File: config.mk
export PLATFORM = sky130hd
export DESIGN_NAME = led_boost_sequencer
export DESIGN_NICKNAME = d
export VERILOG_FILES = /design/src/hw/led_boost_sequencer.v /design/src/hw/sync_two_ff.v
export VERILOG_INCLUDE_DIRS = /design/src /design/src/pkg
export SDC_FILE = /design/constraint.sdc
export NUM_CORES = 1
export LEC_CHECK = 0
export BUFFER_PORTS_ARGS = -buffer_cell sky130_fd_sc_hd__buf_2
export CAP_MARGIN = 40
export CORE_ASPECT_RATIO = 1.25
export CORE_MARGIN = 3
export CORE_UTILIZATION = 61
export DETAILED_ROUTE_END_ITERATION = 12
export GPL_TIMING_DRIVEN = 0
export PLACE_DENSITY = 0.79
export SYNTH_ARGS = -nofsm -noshare
export SYNTH_HDL_FRONTEND = slang
export SYNTH_SLANG_ARGS = --single-unit
export TNS_END_PERCENT = 1
File: constraint.sdc
create_clock -name sys_clk -period 4.4 [get_ports sys_clk]
set_clock_uncertainty 0.1 [all_clocks]
set_input_delay 0.66 -clock sys_clk [delete_from_list [all_inputs] [get_ports sys_clk]]
set_output_delay 0.66 -clock sys_clk [all_outputs]
set_load 0.02 [all_outputs]
File: src/pkg/boost_seq_defs.vh
// constants for the led boost sequencer
// Summary of operation
// - shutdown only after enable input stays low longer than 2.5 ms.
// - overvoltage, feedback below 30 mV, 3 cycles: switch off and shut down.
// - open-string shutdown latched until enable toggles; host must toggle.
// - soft start clamps the switch current limit to the 0.72 A start level.
// - after 6.5 ms restore normal limit, then ramp reference up slowly.
// - internal 204 mV reference gated in step with dimming input.
// - undervoltage holds shutdown, switch off; restart past hysteresis.
// - above 100 C junction temperature the switch current limit folds back; the code keeps the start limit during soft start.
// - above about 160 C the device turns off; resumes after 15 C cooling.
// - enable below threshold keeps device disabled, switching inhibited.
// - supply good and enable high make device active and start soft start.
// - switch on each cycle, off when current compare trips; 1.2 MHz.
// - off interval fixed, so only on time varies with load.
`ifndef BOOST_SEQ_DEFS_VH
`define BOOST_SEQ_DEFS_VH

`define CLK_MHZ           125
// shutdown low time in microseconds, least time
`define SHDN_LOW_US       2500
`define SHDN_LOW_CYC      (`SHDN_LOW_US * `CLK_MHZ + 1)
// soft start current limit phase in microseconds
`define SOFT_START_US     6500
`define SOFT_START_CYC    (`SOFT_START_US * `CLK_MHZ)
// switching period in ns, 1.2 MHz nominal
`define SW_PERIOD_NS      833
`define SW_PERIOD_CYC     ((`SW_PERIOD_NS * `CLK_MHZ) / 1000)
// fixed off time in ns
`define OFF_TIME_NS       200
`define OFF_TIME_CYC      ((`OFF_TIME_NS * `CLK_MHZ) / 1000)
// open string persistence in switching cycles
`define OPEN_CYCLES       2'h3
// current limit codes
`define SWITCH_CURRENT_LIMIT_NORMAL       2'h0
`define SWITCH_CURRENT_LIMIT_START        2'h1
`define SWITCH_CURRENT_LIMIT_FOLDBACK     2'h2
// reference ramp step period in cycles and final level
`define REF_STEP_CYC      12'hFFF
`define REF_FULL          8'hFF

`endif

File: src/hw/led_boost_sequencer.v
// led boost converter control and protection sequencer
`timescale 1ns/1ps
`default_nettype none
`include "boost_seq_defs.vh"
module led_boost_sequencer #(
   parameter SHDN_CYC  = `SHDN_LOW_CYC,
   parameter START_CYC = `SOFT_START_CYC
) (
   // clock and reset
   input  wire       sys_clk,
   input  wire       reset,
   // host enable and dimming pulse
   input  wire       enable_dim,
   // analog comparator indications
   input  wire       supply_low,
   input  wire       switch_node_ovp,
   input  wire       feedback_sense_low,
   input  wire       current_trip,
   input  wire       temp_foldback,
   input  wire       temp_shutdown,
   // power stage controls
   output reg        switch_gate,
   output reg  [1:0] switch_current_limit,
   output reg        ref_gate,
   output reg  [7:0] ref_ramp,
   output reg        active,
   output reg        open_fault
);
   // ---------------------------------------------------------------
   // input synchronisers
   // ---------------------------------------------------------------
   wire [6:0] raw = {enable_dim, supply_low, switch_node_ovp,
                     feedback_sense_low, current_trip, temp_foldback,
                     temp_shutdown};
   wire [6:0] s;
   genvar g;
   generate
      for (g = 0; g < 7; g = g + 1) begin : gen_sync
         sync_two_ff u_sync (
            .sys_clk (sys_clk),
            .reset   (reset),
            .din     (raw[g]),
            .dout    (s[g])
         );
      end
   endgenerate
   wire en_s   = s[6];
   wire uv_s   = s[5];
   wire ovp_s  = s[4];
   wire fbl_s  = s[3];
   wire trip_s = s[2];
   wire fold_s = s[1];
   wire tsd_s  = s[0];

   // ---------------------------------------------------------------
   // states
   // ---------------------------------------------------------------
   localparam ST_OFF   = 4'h1;
   localparam ST_SOFT  = 4'h2;
   localparam ST_RUN   = 4'h4;
   localparam ST_LATCH = 4'h8;
   localparam SW_ON    = 2'h1;
   localparam SW_OFF   = 2'h2;
   // counter limits, cut to the counter widths on purpose
   localparam [31:0] SHDN_W  = SHDN_CYC;
   localparam [31:0] START_W = START_CYC;
   localparam [31:0] OFF_W   = `OFF_TIME_CYC - 1;
   localparam [31:0] ON_W    = `SW_PERIOD_CYC - `OFF_TIME_CYC;

   reg [3:0]  state;
   reg [3:0]  next_state;
   reg [18:0] low_cnt;
   reg        shut_req;
   reg [19:0] ss_cnt;
   reg [11:0] ramp_div;
   reg [1:0]  sw_state;
   reg [9:0]  sw_cnt;
   reg [1:0]  open_cnt;
   reg        open_det;
   reg        en_prev;

   // hold-offs: supply low and thermal shutdown force everything off;
   // thermal hysteresis lives in the analog comparator itself
   wire lockout = uv_s | tsd_s;
   wire cycle_start = (sw_state == SW_OFF) &&
                      (sw_cnt == OFF_W[9:0]);

   // ---------------------------------------------------------------
   // shutdown low-time counter
   // ---------------------------------------------------------------
   always @(posedge sys_clk or posedge reset) begin
      if (reset) begin
         low_cnt  <= 19'h00000;
         shut_req <= 1'b1;
      end else if (en_s) begin
         low_cnt  <= 19'h00000;
         shut_req <= 1'b0;
      end else if (low_cnt >= SHDN_W[18:0]) begin
         shut_req <= 1'b1;
      end else begin
         low_cnt <= low_cnt + 19'h00001;
      end
   end

   // ---------------------------------------------------------------
   // sequencer
   // ---------------------------------------------------------------
   always @* begin
      next_state = state;
      case (state)
         ST_OFF: begin
            if (en_s && !lockout)
               next_state = ST_SOFT;
         end
         ST_SOFT, ST_RUN: begin
            if (shut_req || lockout)
               next_state = ST_OFF;
            else if (open_det)
               next_state = ST_LATCH;
            else if (state == ST_SOFT && ss_cnt >= START_W[19:0])
               next_state = ST_RUN;
         end
         ST_LATCH: begin
            if (en_s && !en_prev)
               next_state = ST_OFF;
         end
         default: next_state = ST_OFF;
      endcase
   end

   always @(posedge sys_clk or posedge reset) begin
      if (reset) begin
         state       <= ST_OFF;
         en_prev     <= 1'b0;
         ss_cnt      <= 20'h00000;
         ramp_div    <= 12'h000;
         ref_ramp    <= 8'h00;
      end else begin
         state       <= next_state;
         en_prev     <= en_s;
         if (state == ST_SOFT)
            ss_cnt <= ss_cnt + 20'h00001;
         else
            ss_cnt <= 20'h00000;
         if (state != ST_RUN) begin
            ref_ramp <= 8'h00;
            ramp_div <= 12'h000;
         end else if (ref_ramp != `REF_FULL) begin
            ramp_div <= ramp_div + 12'h001;
            if (ramp_div == `REF_STEP_CYC)
               ref_ramp <= ref_ramp + 8'h01;
         end
      end
   end

   // ---------------------------------------------------------------
   // switching cycle: on until trip, fixed off time
   // ---------------------------------------------------------------
   wire run = (state == ST_SOFT) || (state == ST_RUN);
   always @(posedge sys_clk or posedge reset) begin
      if (reset) begin
         sw_state    <= SW_OFF;
         sw_cnt      <= 10'h000;
         switch_gate <= 1'b0;
      end else if (!run || next_state != state) begin
         sw_state    <= SW_OFF;
         sw_cnt      <= 10'h000;
         switch_gate <= 1'b0;
      end else if (sw_state == SW_ON) begin
         sw_cnt <= sw_cnt + 10'h001;
         if (trip_s || sw_cnt == ON_W[9:0]) begin
            sw_state    <= SW_OFF;
            sw_cnt      <= 10'h000;
            switch_gate <= 1'b0;
         end
      end else begin
         if (cycle_start) begin
            sw_state    <= SW_ON;
            sw_cnt      <= 10'h000;
            switch_gate <= 1'b1;
         end else begin
            sw_cnt <= sw_cnt + 10'h001;
         end
      end
   end

   // ---------------------------------------------------------------
   // open string check once per switching cycle
   // ---------------------------------------------------------------
   always @(posedge sys_clk or posedge reset) begin
      if (reset) begin
         open_cnt <= 2'h0;
         open_det <= 1'b0;
      end else if (!run) begin
         open_cnt <= 2'h0;
         open_det <= 1'b0;
      end else if (cycle_start) begin
         if (ovp_s && fbl_s) begin
            if (open_cnt == `OPEN_CYCLES - 2'h1)
               open_det <= 1'b1;
            else
               open_cnt <= open_cnt + 2'h1;
         end else begin
            open_cnt <= 2'h0;
         end
      end
   end

   // ---------------------------------------------------------------
   // outputs
   // ---------------------------------------------------------------
   always @(posedge sys_clk or posedge reset) begin
      if (reset) begin
         switch_current_limit <= `SWITCH_CURRENT_LIMIT_START;
         ref_gate             <= 1'b0;
         active               <= 1'b0;
         open_fault           <= 1'b0;
      end else begin
         if (state == ST_SOFT)
            switch_current_limit <= `SWITCH_CURRENT_LIMIT_START;
         else if (fold_s)
            switch_current_limit <= `SWITCH_CURRENT_LIMIT_FOLDBACK;
         else
            switch_current_limit <= `SWITCH_CURRENT_LIMIT_NORMAL;
         ref_gate   <= run & en_s;
         active     <= run;
         open_fault <= (state == ST_LATCH);
      end
   end
endmodule // led_boost_sequencer
`default_nettype wire

File: src/hw/sync_two_ff.v
// two flip-flop level synchroniser
`timescale 1ns/1ps
`default_nettype none
module sync_two_ff (
   // clock and reset
   input  wire sys_clk,
   input  wire reset,
   // level
   input  wire din,
   output reg  dout
);
   reg stage1;
   always @(posedge sys_clk or posedge reset) begin
      if (reset) begin
         stage1 <= 1'b0;
         dout   <= 1'b0;
      end else begin
         stage1 <= din;
         dout   <= stage1;
      end
   end
endmodule // sync_two_ff
`default_nettype wire

# After elaboration in Yosys (flattened, before gate mapping)
# Index checks and enable logic that the tools add are counted.
# totals
register_bits	100
input_bits	9
output_inout_bits	14
elab_cells	118
# op_classes
addsub	6
order_cmp	2
n_eq_ne	19
mux	38
bitwise_logic	2
reduce_logical	21
# op_table
cell	count
$mux W10	4
$mux W19	2
$mux W12	2
$mux W8	3
$add A20 B1 Y20 const B	1
$ge A20 B20 Y1 const B	1
$mux W2	10
$mux W20	1
$mux W4	5
$add A19 B1 Y19 const B	1
$ge A19 B19 Y1 const B	1
$add A12 B1 Y12 const B	1
$eq A12 B12 Y1 const B	1
$pmux W4 S3	1
$add A10 B1 Y10 const B	1
$eq A10 B5 Y1 const B	1
$eq A10 B7 Y1 const B	1
$mux W1	10
$add A8 B1 Y8 const B	1
$ne A8 B8 Y1 const B	1
$ne A2 B1 Y1 const B	3
$reduce_and A2 Y1	3
$reduce_bool A2 Y1	3
$logic_and A1 B1 Y1	5
19 further kinds	25

# Logic depth before layout (Yosys ltp)
# Gate-level depths: netlist of the first run.
# logic_depth
depth_word	10
depth_mapped	9

# By module
# From an unflattened synthesis of the first run, not the netlist that was laid out.
# hier_totals
cells_unflattened	477
area_unflattened_um2	4794.6
# modules_own_cells
mod	instances	cells_each	area_each_um2	seq_area_each_um2
led_boost_sequencer	1	456	4418.0	2132.0
sync_two_ff	7	3	53.8	50.0

# Worst setup path after synthesis of the first run
# OpenSTA, ideal clock, no wires.
# synth_timing
path_kind	register to register
start	register low_cnt[16]
end	register low_cnt[14]
setup_ns	0.136
t_arrival_ns	2.082
slack_ns	2.082
stages_incl_launch_ff	9
n_path_buf	3
period_less_slack_ns	2.318
cell_sequence	dfrtp_1 > or4_1 > o211a_1 > or2_1 > buf_6 > buf_6 > buf_2 > o31ai_1 > a21oi_1
# synth_between
elab_chain_len	2
# synth_lines
element	line	rtl
start, declared	led_boost_sequencer.v:72	reg [18:0] low_cnt;
start signal, assigned	led_boost_sequencer.v:101	low_cnt <= low_cnt + 19'h00001;
$ge A19 B19 Y1	led_boost_sequencer.v:98	end else if (low_cnt >= SHDN_W[18:0]) begin
$ne A2 B1 Y1 (no line)	n/a	
# No other way between the ends.
# A chain may end at the register's enable or synchronous reset.

# Worst setup path after layout of the first run
# layout_timing
start	register state[1]
end	register ramp_div[11]
# layout_between
elab_chain_len	2
word_cells_on_any_way	3
cone_classes	eq/ne: 1; mux: 1; reduce/logical: 1
# layout_lines
element	line	rtl
start, declared	led_boost_sequencer.v:70	reg [3:0] state;
start signal, assigned	led_boost_sequencer.v:139	state <= next_state;
$ne A4 B3 Y1 *	led_boost_sequencer.v:145	if (state != ST_RUN) begin
$mux W12 or $reduce_bool A2 Y1 (tied branches)	n/a	
end signal, assigned	led_boost_sequencer.v:149	ramp_div <= ramp_div + 12'h001;
end, declared	led_boost_sequencer.v:75	reg [11:0] ramp_div;
# Every way passes the cells marked *; elsewhere a longest branch is shown, timed or not.

==> reports/metrics.yaml, run 1 <==
outcome:
  outcome: "complete, no violations"
pwr:
  clkPwrFrac: 0.407
  combPwrFrac: 0.041
  swShare: 0.221
  ir_drop_mv: 0.251
  p_int_mw: 1.33
  netSwitchingPower_mw: 0.378
  power.density_mw_per_mm2: 330
  p_leak_nw: 2.24
  seq_power_share: 0.552
clock_tree:
  cts_hold_buf: 0
  numClockSinks: 99
  cts_root_buf: "clkbuf_8"
  clk_path_buf_depth: 2
  postCtsSetupRepairBufs: 0
  clkLatencyLatePin_ps: 360
  cts_tree: "yes"
  cts_buffers: 9
  h-tree-depth: 3
  clk_pin_slew_ps: 100
  cts_resized: 0
yosys:
  ys_warn_count: 0
  ys_ff_latch: 99
  async_flop_share: 1.00
  synth.avg_cell_area_um2: 10.1
  ys_seq_area_frac: 0.530
  syn_nets: 481
  synth_edf_count: 0
  syn_inst: 463
  synth_area_mm2: 0.00468
  synthFlopType: "dfrtp_1"
  ys_types: 54
sta:
  fmax_mhz: 377
  max-slew-margin-rel: 0.570
  worstMarginPinSlew_ps: 641
  finalSetupViolCount: 0
  timing.hold.ws_ps: 187
  layout_setup_ws_ps: 1750
  finalSetupTns_ps: 0
  final.period_utilization: 0.602
  hold_viol: 0
  maxSlewViolCount: 0
  period_minus_slack_ps: 2650
  rsz0062_at_grt: "false"
floorplanning:
  fp.dieH_um: 104
  die_x_um: 84.4
  die_area_mm2: 0.00877
  start_util: 0.633
  coreArea_mm2: 0.00740
  rows: 35
  ios: 23
run:
  cap_viol_max_count: 0
placed_design:
  io_buffer_count: 22
  dp.cells: 578
  post-place-ws_ps: 1810
  dp_hpwl_um: 5990
  gp_congestion: 0.872
worst_setup_path:
  worstReg2RegStart: "state[1]"
  crit_required_ps: 4540
  crit_chain: "clkbuf_1 -> or4b_2 -> clkbuf_1 -> o31ai_2 -> nor3_1 -> xnor2_1 -> nor2_1"
  r2r_end: "ramp_div[11]"
  critPathMaxFanout: 10
  rrSetupSlack_ps: 1750
  cpMostUsedCell: "clkbuf_1"
  path_delay_family: "simple AND/OR/NAND/NOR gates"
  crit_type: "reg -> reg"
  ff2ff_path_depth: 7
  cp.arrival_ps: 2790
  startpoint_type: "flip-flop"
  cp_slowest_stage_delay_ps: 660
  path_buf_inv: 2
  critPathCaptureType: "flip-flop"
  cp_slowest_cell: "or4b_2"
final_layout:
  fin_cells: 594
  final_nets: 515
  layout_common_cells: "95 x dfrtp_1, 55 x nor2_1, 26 x nand2_1"
  register_area_mm2: 0.00248
  syn2layout_area_growth_pct: 10.7
  drive_gt1_frac: 0.114
  layout_commonest_cell: "dfrtp_1"
  fillerInstances: 542
  diodes: 0
  multi_input_area_mm2: 0.00205
  utilization: 0.700
route:
  drc: 0
  wl_per_cell_um: 14.7
  viasPerCell: 5.89
  first_pass_iters: 4
  drt_iter0_drc: 207
  dr_total_vias: 3497
  drtAntennaViolNets: 0
  drt_wl_total_um: 8750
global_routing:
  track_usage: 0.211
  antenna_found_initial: 0
  overflow: 0
  busiest_layer: "met2"
  met3_usage: 0.0372
  met1_usage: 0.278
  use_met2: 0.348
  grt_max_degree: 71
  grt_first_pass_wirelength_um: 15300
  grt_pass1_vias: 3450
hold_path:
  hold_path.class: "in -> async"
cell usage after synthesis, types with 3 or more instances:
cell type   n  area (µm²)
a21oi_1    22         110
and2_1      8        50.1
and3_1     12        75.1
and4_1      4        35.0
clkbuf_1   14        52.6
dfrtp_1    95        2380
dfstp_2     4         105
ha_1        9         113
inv_1      16        60.1
nand2_1    26        97.6
nand3_1    22         110
nand4_1    20         125
nor2_1     55         206
nor2b_1     3        18.8
nor3_1     20         100
nor4_1      6        37.5
nor4b_1     3        26.3
o21ai_0    16        80.1
o31ai_1     8        60.1
or3_1       8        50.1
or4_1       8        60.1
xnor2_1    20         175
xor2_1     24         210
power groups by stage:
stage	Sequential, mW	Clock [mW]	Combinational [mW]
2_1_floorplan	0.961	0	0.0444
3_3_place_gp	0.961	0	0.0640
3_5_place_dp	0.962	0	0.0704
4_1_cts	0.943	0.713	0.0718
5_1_grt	0.946	0.752	0.0805
6_report	0.944	0.696	0.0705
worst reg2reg max path: cells and delay by family (launching register included):
kind            cells  cell delay, ps
compound gates      1             630
simple gates        3             870
flops               1             370
xor+xnor            1             180
buf+inv             2             390
registers in the layout, summed over array words and instances (netlist names):
signal / cells
switch_current_limit: 2
ss_cnt: 20
active: 1
sw_state: 2
open_cnt: 2
ref_ramp: 8
state: 4
gen_sync.u_sync.stage1: 7
en_prev: 1
sw_cnt: 10
ramp_div: 12
open_fault: 1
open_det: 1
shut_req: 1
gen_sync.u_sync.dout: 7
low_cnt: 19
ref_gate: 1
final cells by class:
class                   count  share of cell area
plain buffers              18              0.0164
clock buffers               9              0.0239
clock inverters             7              0.0234
inverters                  16              0.0121
multi-input cells         330               0.396
flip-flops and latches     99               0.479
well taps                  92              0.0222
repair buffers             23              0.0266
worst max path at each step:
stage              from      endpoint  cells past startpoint
2_1_floorplan     reset        active                      1
3_3_place_gp      reset    low_cnt[7]                      2
3_5_place_dp   state[1]   ramp_div[9]                      7
4_1_cts        state[1]  ramp_div[11]                      7
5_1_grt        state[1]   ref_ramp[6]                      7
6_report       state[1]  ramp_div[11]                      7
layer usage:
layer	up-vias	routed length, µm
met5	-	0
met1	1720	3930
met2	52	4430
met3	13	254
met4	0	133
li1	1712	-
metrics by stage:
stage,area [µm²],power (mW)
finish,5180,1.71
floorplan,4680,1.01
CTS,5180,1.73
global route,5180,1.78
global placement,4910,1.03
detailed placement,4940,1.03
cell families (layout without fill, tap and decap cells):
logic type / Yosys count / in the layout / synth area share
buf+inv: 34 / 73 / 0.0310
compound gates: 65 / 65 / 0.0906
xor+xnor: 44 / 44 / 0.0823
mux: 4 / 4 / 0.00909
simple gates: 208 / 208 / 0.233
flops: 99 / 99 / 0.530
fa+ha+maj: 9 / 9 / 0.0241
(Power assumes the default switching activity.)
==> run 2: changes to the inputs <==
ABC_AREA = 1   (was not set)
CORE_UTILIZATION = 62   (was 61)
PLACE_DENSITY = 0.8   (was 0.79)
clock period = 2.5 ns   (was 4.4 ns; I/O delays follow)
==> run 2 against run 1 <==
Compared with the run above: routed wire length increased by 20%; worst setup slack worse by 1500 ps; die area grew 6.8%; combinational power grew to 3.4 times the previous value; via count grew 24%; global-route usage up 2.8 points; design area is 9.3% higher; fmax increased by 18%; highest routed layer unchanged.
==> reports/metrics.yaml, run 2 <==
yosys:
  ys_ff_latch: 99  # unchanged
  synth_area_mm2: 0.00511  # was 0.00468 mm²
  yosysTopAreaCellShare: 0.465  # was 0.508
  ys_types: 35  # was 54
  synthTopCellsByCount: "124 x nand2_1, 95 x dfrtp_1, 87 x nor2_1"  # was 95 x dfrtp_1, 55 x nor2_1, 26 x nand2_1
  synth.avg_cell_area_um2: 7.98  # was 10.1 µm²
  synth_edf_count: 0  # unchanged
  synthMostInstantiatedCell: "nand2_1"  # was dfrtp_1
  yosys-top-cells-area: "dfrtp_1 47%, nand2_1 9.1%, nor2_1 6.4%, nand3_1 6.1%, inv_1 5.8%"  # was dfrtp_1 51%, xor2_1 4.5%, nor2_1 4.4%, xnor2_1 3.7%, nand4_1 2.7%
  ys_seq_area_frac: 0.486  # was 0.530
  async_flop_share: 1.00  # unchanged
  syn_inst: 640  # was 463
  ys_warn_count: 0  # unchanged
  syn_nets: 658  # was 481
  synthFlopType: "dfrtp_1"  # unchanged
  yosysTopAreaCell: "dfrtp_1"  # unchanged
global_routing:
  antenna_found_initial: 0  # unchanged
  grt_pass1_vias: 4189  # was 3450
  grt_max_degree: 33  # was 71
  track_usage: 0.239  # was 0.211
  grt_first_pass_wirelength_um: 18000  # was 15300 µm
  overflow: 0  # unchanged
clock_tree:
  cts_hold_buf: 8  # was 0
  cts_buffers: 9  # unchanged
  clkLatencyLatePin_ps: 360  # about the same
  cts_resized: 0  # unchanged
  numClockSinks: 99  # unchanged
  cts_root_buf: "clkbuf_8"  # unchanged
  clk_path_buf_depth: 2  # unchanged
  postCtsSetupRepairBufs: 0  # unchanged
  cts_tree: "yes"  # unchanged
  h-tree-depth: 3  # unchanged
  clk_pin_slew_ps: 100  # about the same
sta:
  worstMarginPinSlew_ps: 579  # was 641 ps
  period_minus_slack_ps: 2250  # was 2650 ps
  final.period_utilization: 0.901  # was 0.602
  fmax_mhz: 444  # was 377 MHz
  max-slew-margin-rel: 0.611  # was 0.570
  hold_viol: 0  # unchanged
  maxSlewViolCount: 0  # unchanged
  finalSetupTns_ps: 0  # unchanged
  finalSetupViolCount: 0  # unchanged
  rsz0062_at_grt: "false"  # unchanged
worst_setup_path:
  cp.arrival_ps: 2450  # was 2790 ps
  crit_required_ps: 2700  # was 4540 ps
  crit_chain: "ha_1 -> nand2_1 -> inv_1 -> nand2_1 -> nor2_1 -> inv_1 -> nor2_1 -> nand2_1 -> nor2_1 -> nand2_1 -> nor2_1 -> a21oi_1 -> nor2_1"  # was clkbuf_1 -> or4b_2 -> clkbuf_1 -> o31ai_2 -> nor3_1 -> xnor2_1 -> nor2_1
  critPathMaxFanout: 4  # was 10
  ff2ff_path_depth: 13  # was 7
  critPathCaptureType: "flip-flop"  # unchanged
  cpMostUsedCell: "nor2_1"  # was clkbuf_1
  startpoint_type: "flip-flop"  # unchanged
  cp_slowest_cell: "dfrtp_1"  # was or4b_2
  cp_slowest_stage_delay_ps: 410  # was 660 ps
  crit_type: "reg -> reg"  # unchanged
final_layout:
  final_nets: 702  # was 515
  reg.largest.list: "ss_cnt (20), low_cnt (19), ramp_div (12)"  # unchanged
  syn2layout_area_growth_pct: 10.9  # was 10.7%
  diodes: 0  # unchanged
  drive_gt1_frac: 0.0972  # was 0.114
  regMostFlops: "ss_cnt"  # unchanged
  layout_common_cells: "124 x nand2_1, 95 x dfrtp_1, 87 x nor2_1"  # was 95 x dfrtp_1, 55 x nor2_1, 26 x nand2_1
  largest_register_ffs: 20  # unchanged
  layout_commonest_cell: "nand2_1"  # was dfrtp_1
pwr:
  ir_drop_mv: 0.455  # was 0.251 mV
  power_mw: 2.90  # was 1.71 mW
  p_leak_nw: 2.57  # was 2.24 nW
  power.density_mw_per_mm2: 512  # was 330 mW/mm²
outcome:
  outcome: "complete, no violations"  # unchanged
hold_path:
  whs_path_depth: 0
  hold_path.class: "reg -> reg"  # was in -> async
route:
  dr_total_vias: 4334  # was 3497
  first_pass_iters: 5  # was 4
  viasPerCell: 5.53  # was 5.89
  wl_per_cell_um: 13.3  # was 14.7 µm
  drtAntennaViolNets: 0  # unchanged
  drt_iter0_drc: 200  # was 207
  drc: 0  # unchanged
  drt_wl_total_um: 10500  # was 8750 µm
floorplanning:
  die_area_mm2: 0.00937  # was 0.00877 mm²
  start_util: 0.644  # was 0.633
  ios: 23  # unchanged
  coreArea_mm2: 0.00793  # was 0.00740 mm²
  fp.dieH_um: 107  # was 104 µm
  die_x_um: 87.2  # was 84.4 µm
  rows: 36  # was 35
run:
  cap_viol_max_count: 0  # unchanged
placed_design:
  gp_congestion: 0.940  # was 0.872
  io_buffer_count: 22  # unchanged
  dp_hpwl_um: 7650  # was 5990 µm
==> run 2: metrics by stage <==
step	hold slack (ps)	area [µm²]	worst slack [ps]	cells	util
after floorplan	231	5110	701	640	-
final	260	5660	248	784	0.714
after global placement	233	5340	259	757	0.674
after detailed placement	238	5400	281	760	0.681
after CTS	262	5660	261	784	0.714
after global routing	266	5660	55.4	784	0.714
==> run 2: worst paths after layout <==
check | startpoint | to | slack, ps
setup / recovery | ss_cnt[0] | ss_cnt[18] | 250
hold / removal | gen_sync[2].u_sync.stage1 | gen_sync[2].u_sync.dout | 260
setup reg to reg | ss_cnt[0] | ss_cnt[18] | 250
hold reg to reg | gen_sync[2].u_sync.stage1 | gen_sync[2].u_sync.dout | 260
max in group asynchronous | reset | state[0] | 900
min in group asynchronous | reset | gen_sync[4].u_sync.stage1 | 440
==> run 2: routing by layer <==
| metal | global-route usage | part of all wire |
|---|---|---|
| met5 | 0 | 0 |
| met4 | 0.0822 | 0.013 |
| met3 | 0.0391 | 0.041 |
| met2 | 0.420 | 0.51 |
| met1 | 0.295 | 0.44 |
==> run 2: layout make-up <==
| type | count | area (µm²) |
|---|---|---|
| Buffer | 15 | 65.1 |
| Clock buffer | 10 | 128 |
| Clock inverter | 6 | 56.3 |
| Fill cell | 627 | 2260 |
| Inverter | 79 | 300 |
| Multi-Input combinational cell | 447 | 2260 |
| Sequential cell | 99 | 2480 |
| Tap cell | 95 | 119 |
| Timing Repair Buffer | 33 | 250 |
==> run 2: worst max-delay path: cells and delay by family (launching register included) <==
family / cells / cell delay, ps
buffers and inverters: 2 / 170
and+or+nand+nor: 9 / 1270
adders and majority gates: 1 / 180
AOI/OAI and AO/OA: 1 / 80
DFF: 1 / 410
==> run 2: logic make-up after synthesis <==
| logic type | Yosys count | share of synthesized area |
|---|---|---|
| DFF | 99 | 0.486 |
| and+or+nand+nor | 344 | 0.304 |
| AOI/OAI and AO/OA | 68 | 0.0728 |
| buffers and inverters | 94 | 0.0708 |
| xor gates and xnor gates | 26 | 0.0446 |
| adders and majority gates | 9 | 0.0220 |
==> run 2: power breakdown <==
group          switching (mW)  internal, mW
registers              0.0261          1.65
clock network           0.594         0.386
logic                   0.165        0.0763
total                   0.786          2.11
==> run 3: changes to the inputs <==
ABC_AREA = not set   (was 1)
CORE_UTILIZATION = 61   (was 62)
PLACE_DENSITY = 0.79   (was 0.8)
==> run 3 against run 2 <==
Compared with the run above: critical path depth down 5; combinational power down 50%; clock-buffer cell count up 1; routed wire length down 16%; sequential power about the same; utilization down 0.68 points; critical endpoint is now low_cnt[14]; largest cell class unchanged; highest routed layer unchanged.
==> reports/metrics.yaml, run 3 (same netlist as run 1, synthesis figures left out) <==
final_layout:
  syn2layout_area_growth_pct: 11.9  # was 10.9%
  utilization: 0.708  # was 0.714
  regMostFlops: "ss_cnt"  # unchanged
  drive_gt1_frac: 0.144  # was 0.0972
  layout_commonest_cell: "dfrtp_1"  # was nand2_1
  final_nets: 519  # was 702
  layout_common_cells: "94 x dfrtp_1, 54 x nor2_1, 26 x nand2_1"  # was 124 x nand2_1, 95 x dfrtp_1, 87 x nor2_1
  diodes: 0  # unchanged
  reg.largest.list: "ss_cnt (20), low_cnt (19), ramp_div (12)"  # unchanged
  largest_register_ffs: 20  # unchanged
route:
  first_pass_iters: 4  # was 5
  drt_wl_total_um: 8770  # was 10500 µm
  drt_iter0_drc: 190  # was 200
  drtAntennaViolNets: 0  # unchanged
  viasPerCell: 5.80  # was 5.53
  drc: 0  # unchanged
  dr_total_vias: 3466  # was 4334
  wl_per_cell_um: 14.7  # was 13.3 µm
sta:
  final.period_utilization: 0.986  # was 0.901
  hold_viol: 0  # unchanged
  period_minus_slack_ps: 2470  # was 2250 ps
  rsz0062_at_grt: "true"  # was false
  max-slew-margin-rel: 0.479  # was 0.611
  maxSlewViolCount: 0  # unchanged
  finalSetupViolCount: 0  # unchanged
  layout_setup_ws_ps: 34.6  # was 248 ps
  worstMarginPinSlew_ps: 779  # was 579 ps
  fmax_mhz: 406  # was 444 MHz
  timing.hold.ws_ps: 26.1  # was 260 ps
floorplanning:
  rows: 35  # was 36
  coreArea_mm2: 0.00740  # was 0.00793 mm²
  die_area_mm2: 0.00877  # was 0.00937 mm²
  start_util: 0.633  # was 0.644
  die_x_um: 84.4  # was 87.2 µm
  ios: 23  # unchanged
  fp.dieH_um: 104  # was 107 µm
worst_setup_path:
  path_buf_inv: 3  # was 2
  cp.arrival_ps: 2580  # was 2450 ps
  crit_chain: "or4_4 -> o211a_4 -> or2_1 -> buf_6 -> buf_6 -> buf_6 -> o31ai_2 -> a21oi_1"  # was ha_1 -> nand2_1 -> inv_1 -> nand2_1 -> nor2_1 -> inv_1 -> nor2_1 -> nand2_1 -> nor2_1 -> nand2_1 -> nor2_1 -> a21oi_1 -> nor2_1
  path_delay_family: "simple AND/OR/NAND/NOR gates"  # unchanged
  critPathCaptureType: "flip-flop"  # unchanged
  cpMostUsedCell: "buf_6"  # was nor2_1
  startpoint_type: "flip-flop"  # unchanged
  cp_slowest_cell: "or4_4"  # was dfrtp_1
  critPathMaxFanout: 10  # was 4
  cp_slowest_stage_delay_ps: 560  # was 410 ps
  crit_required_ps: 2620  # was 2700 ps
  crit_type: "reg -> reg"  # unchanged
clock_tree:
  clk_path_buf_depth: 2  # unchanged
  clk_pin_slew_ps: 90  # was 100 ps
  cts_tree: "yes"  # unchanged
  h-tree-depth: 3  # unchanged
  numClockSinks: 99  # unchanged
  clkLatencyLatePin_ps: 360  # about the same
  cts_root_buf: "clkbuf_8"  # unchanged
  cts_buffers: 9  # unchanged
placed_design:
  dp_hpwl_um: 6060  # was 7650 µm
  gp_congestion: 0.867  # was 0.940
  io_buffer_count: 22  # unchanged
  post-place-ws_ps: -85.0  # was 281 ps
global_routing:
  grt_pass1_vias: 3341  # was 4189
  grt_first_pass_wirelength_um: 14900  # was 18000 µm
  track_usage: 0.204  # was 0.239
  antenna_found_initial: 0  # unchanged
  grt_max_degree: 39  # was 33
  overflow: 0  # unchanged
pwr:
  ir_drop_mv: 0.327  # was 0.455 mV
  power.density_mw_per_mm2: 519  # was 512 mW/mm²
  p_leak_nw: 2.23  # was 2.57 nW
hold_path:
  hold_path.class: "in -> reg"  # was reg -> reg
outcome:
  outcome: "complete, no violations"  # unchanged
run:
  cap_viol_max_count: 0  # unchanged
run 3: cell count changes in the layout (fill, tap and decap cells not counted), sizes merged, moves of 11 or more:
cell and change:
nand3 -41, and3 +11, inv -66, nand2 -101, o21ai -21, nor2 -34
xnor2 +16
run 3: through the flow:
| stage | total power [mW] | instance area [µm²] | setup TNS (ps) | instances |
|---|---|---|---|---|
| 3_5_place_dp | 1.82 | 4950 | -514 | 579 |
| 5_1_grt | 2.83 | 5240 | -296 | 598 |
| 6_report | 2.72 | 5240 | 0 | 598 |
| 4_1_cts | 2.75 | 5140 | -89.6 | 595 |
| 3_3_place_gp | 1.80 | 4910 | -408 | 577 |
| 2_1_floorplan | 1.77 | 4690 | 0 | 463 |
run 3: worst paths after layout:
check,start,to,slack (ps),depth (start not counted)
setup / recovery,low_cnt[16],low_cnt[14],30,8
hold / removal,current_trip,gen_sync[2].u_sync.stage1,30,1
setup reg to reg,low_cnt[16],low_cnt[14],30,8
hold reg to reg,gen_sync[2].u_sync.stage1,gen_sync[2].u_sync.dout,250,0
max in group asynchronous,reset,shut_req,1560,3
min in group asynchronous,reset,ss_cnt[2],40,2
run 3: worst register-to-register path: cells and delay by family (launching register included):
kind                   cells  cell delay, ps
DFF                        1             430
and+or+nand+nor            2             780
AOI/OAI and AO/OA          3             610
buffers and inverters      3             430
run 3: timing repair:
item,CTS,global route
gates resized for setup,2,17
hold buffers,0,0
pin swaps,0,3
endpoints found under the setup margin,15,23
buffers inserted,0,3
run 3: cell type report:
type                       count  area (µm²)
sequential                    99        2480
multi-input combinational    330        2130
fill                         534        2160
timing repair buffer          27         173
clock buffer                  11         141
inverter                      16        63.8
buffer                        18        92.6
tap                           92         115
clock inverter                 5        37.5
run 3: routing by layer:
layer	wire (µm)	global-route usage	up-vias
li1	-	-	1719
met1	3960	0.264	1693
met2	4460	0.343	41
met3	214	0.0341	13
met4	140	0.0792	0
met5	0	0	-
run 3: report_power, final:
group	leakage [nW]	switching, mW	internal, mW
Sequential	1.33	0.0243	1.64
Combinational	0.820	0.0845	0.0375
Clock	0.0859	0.543	0.394
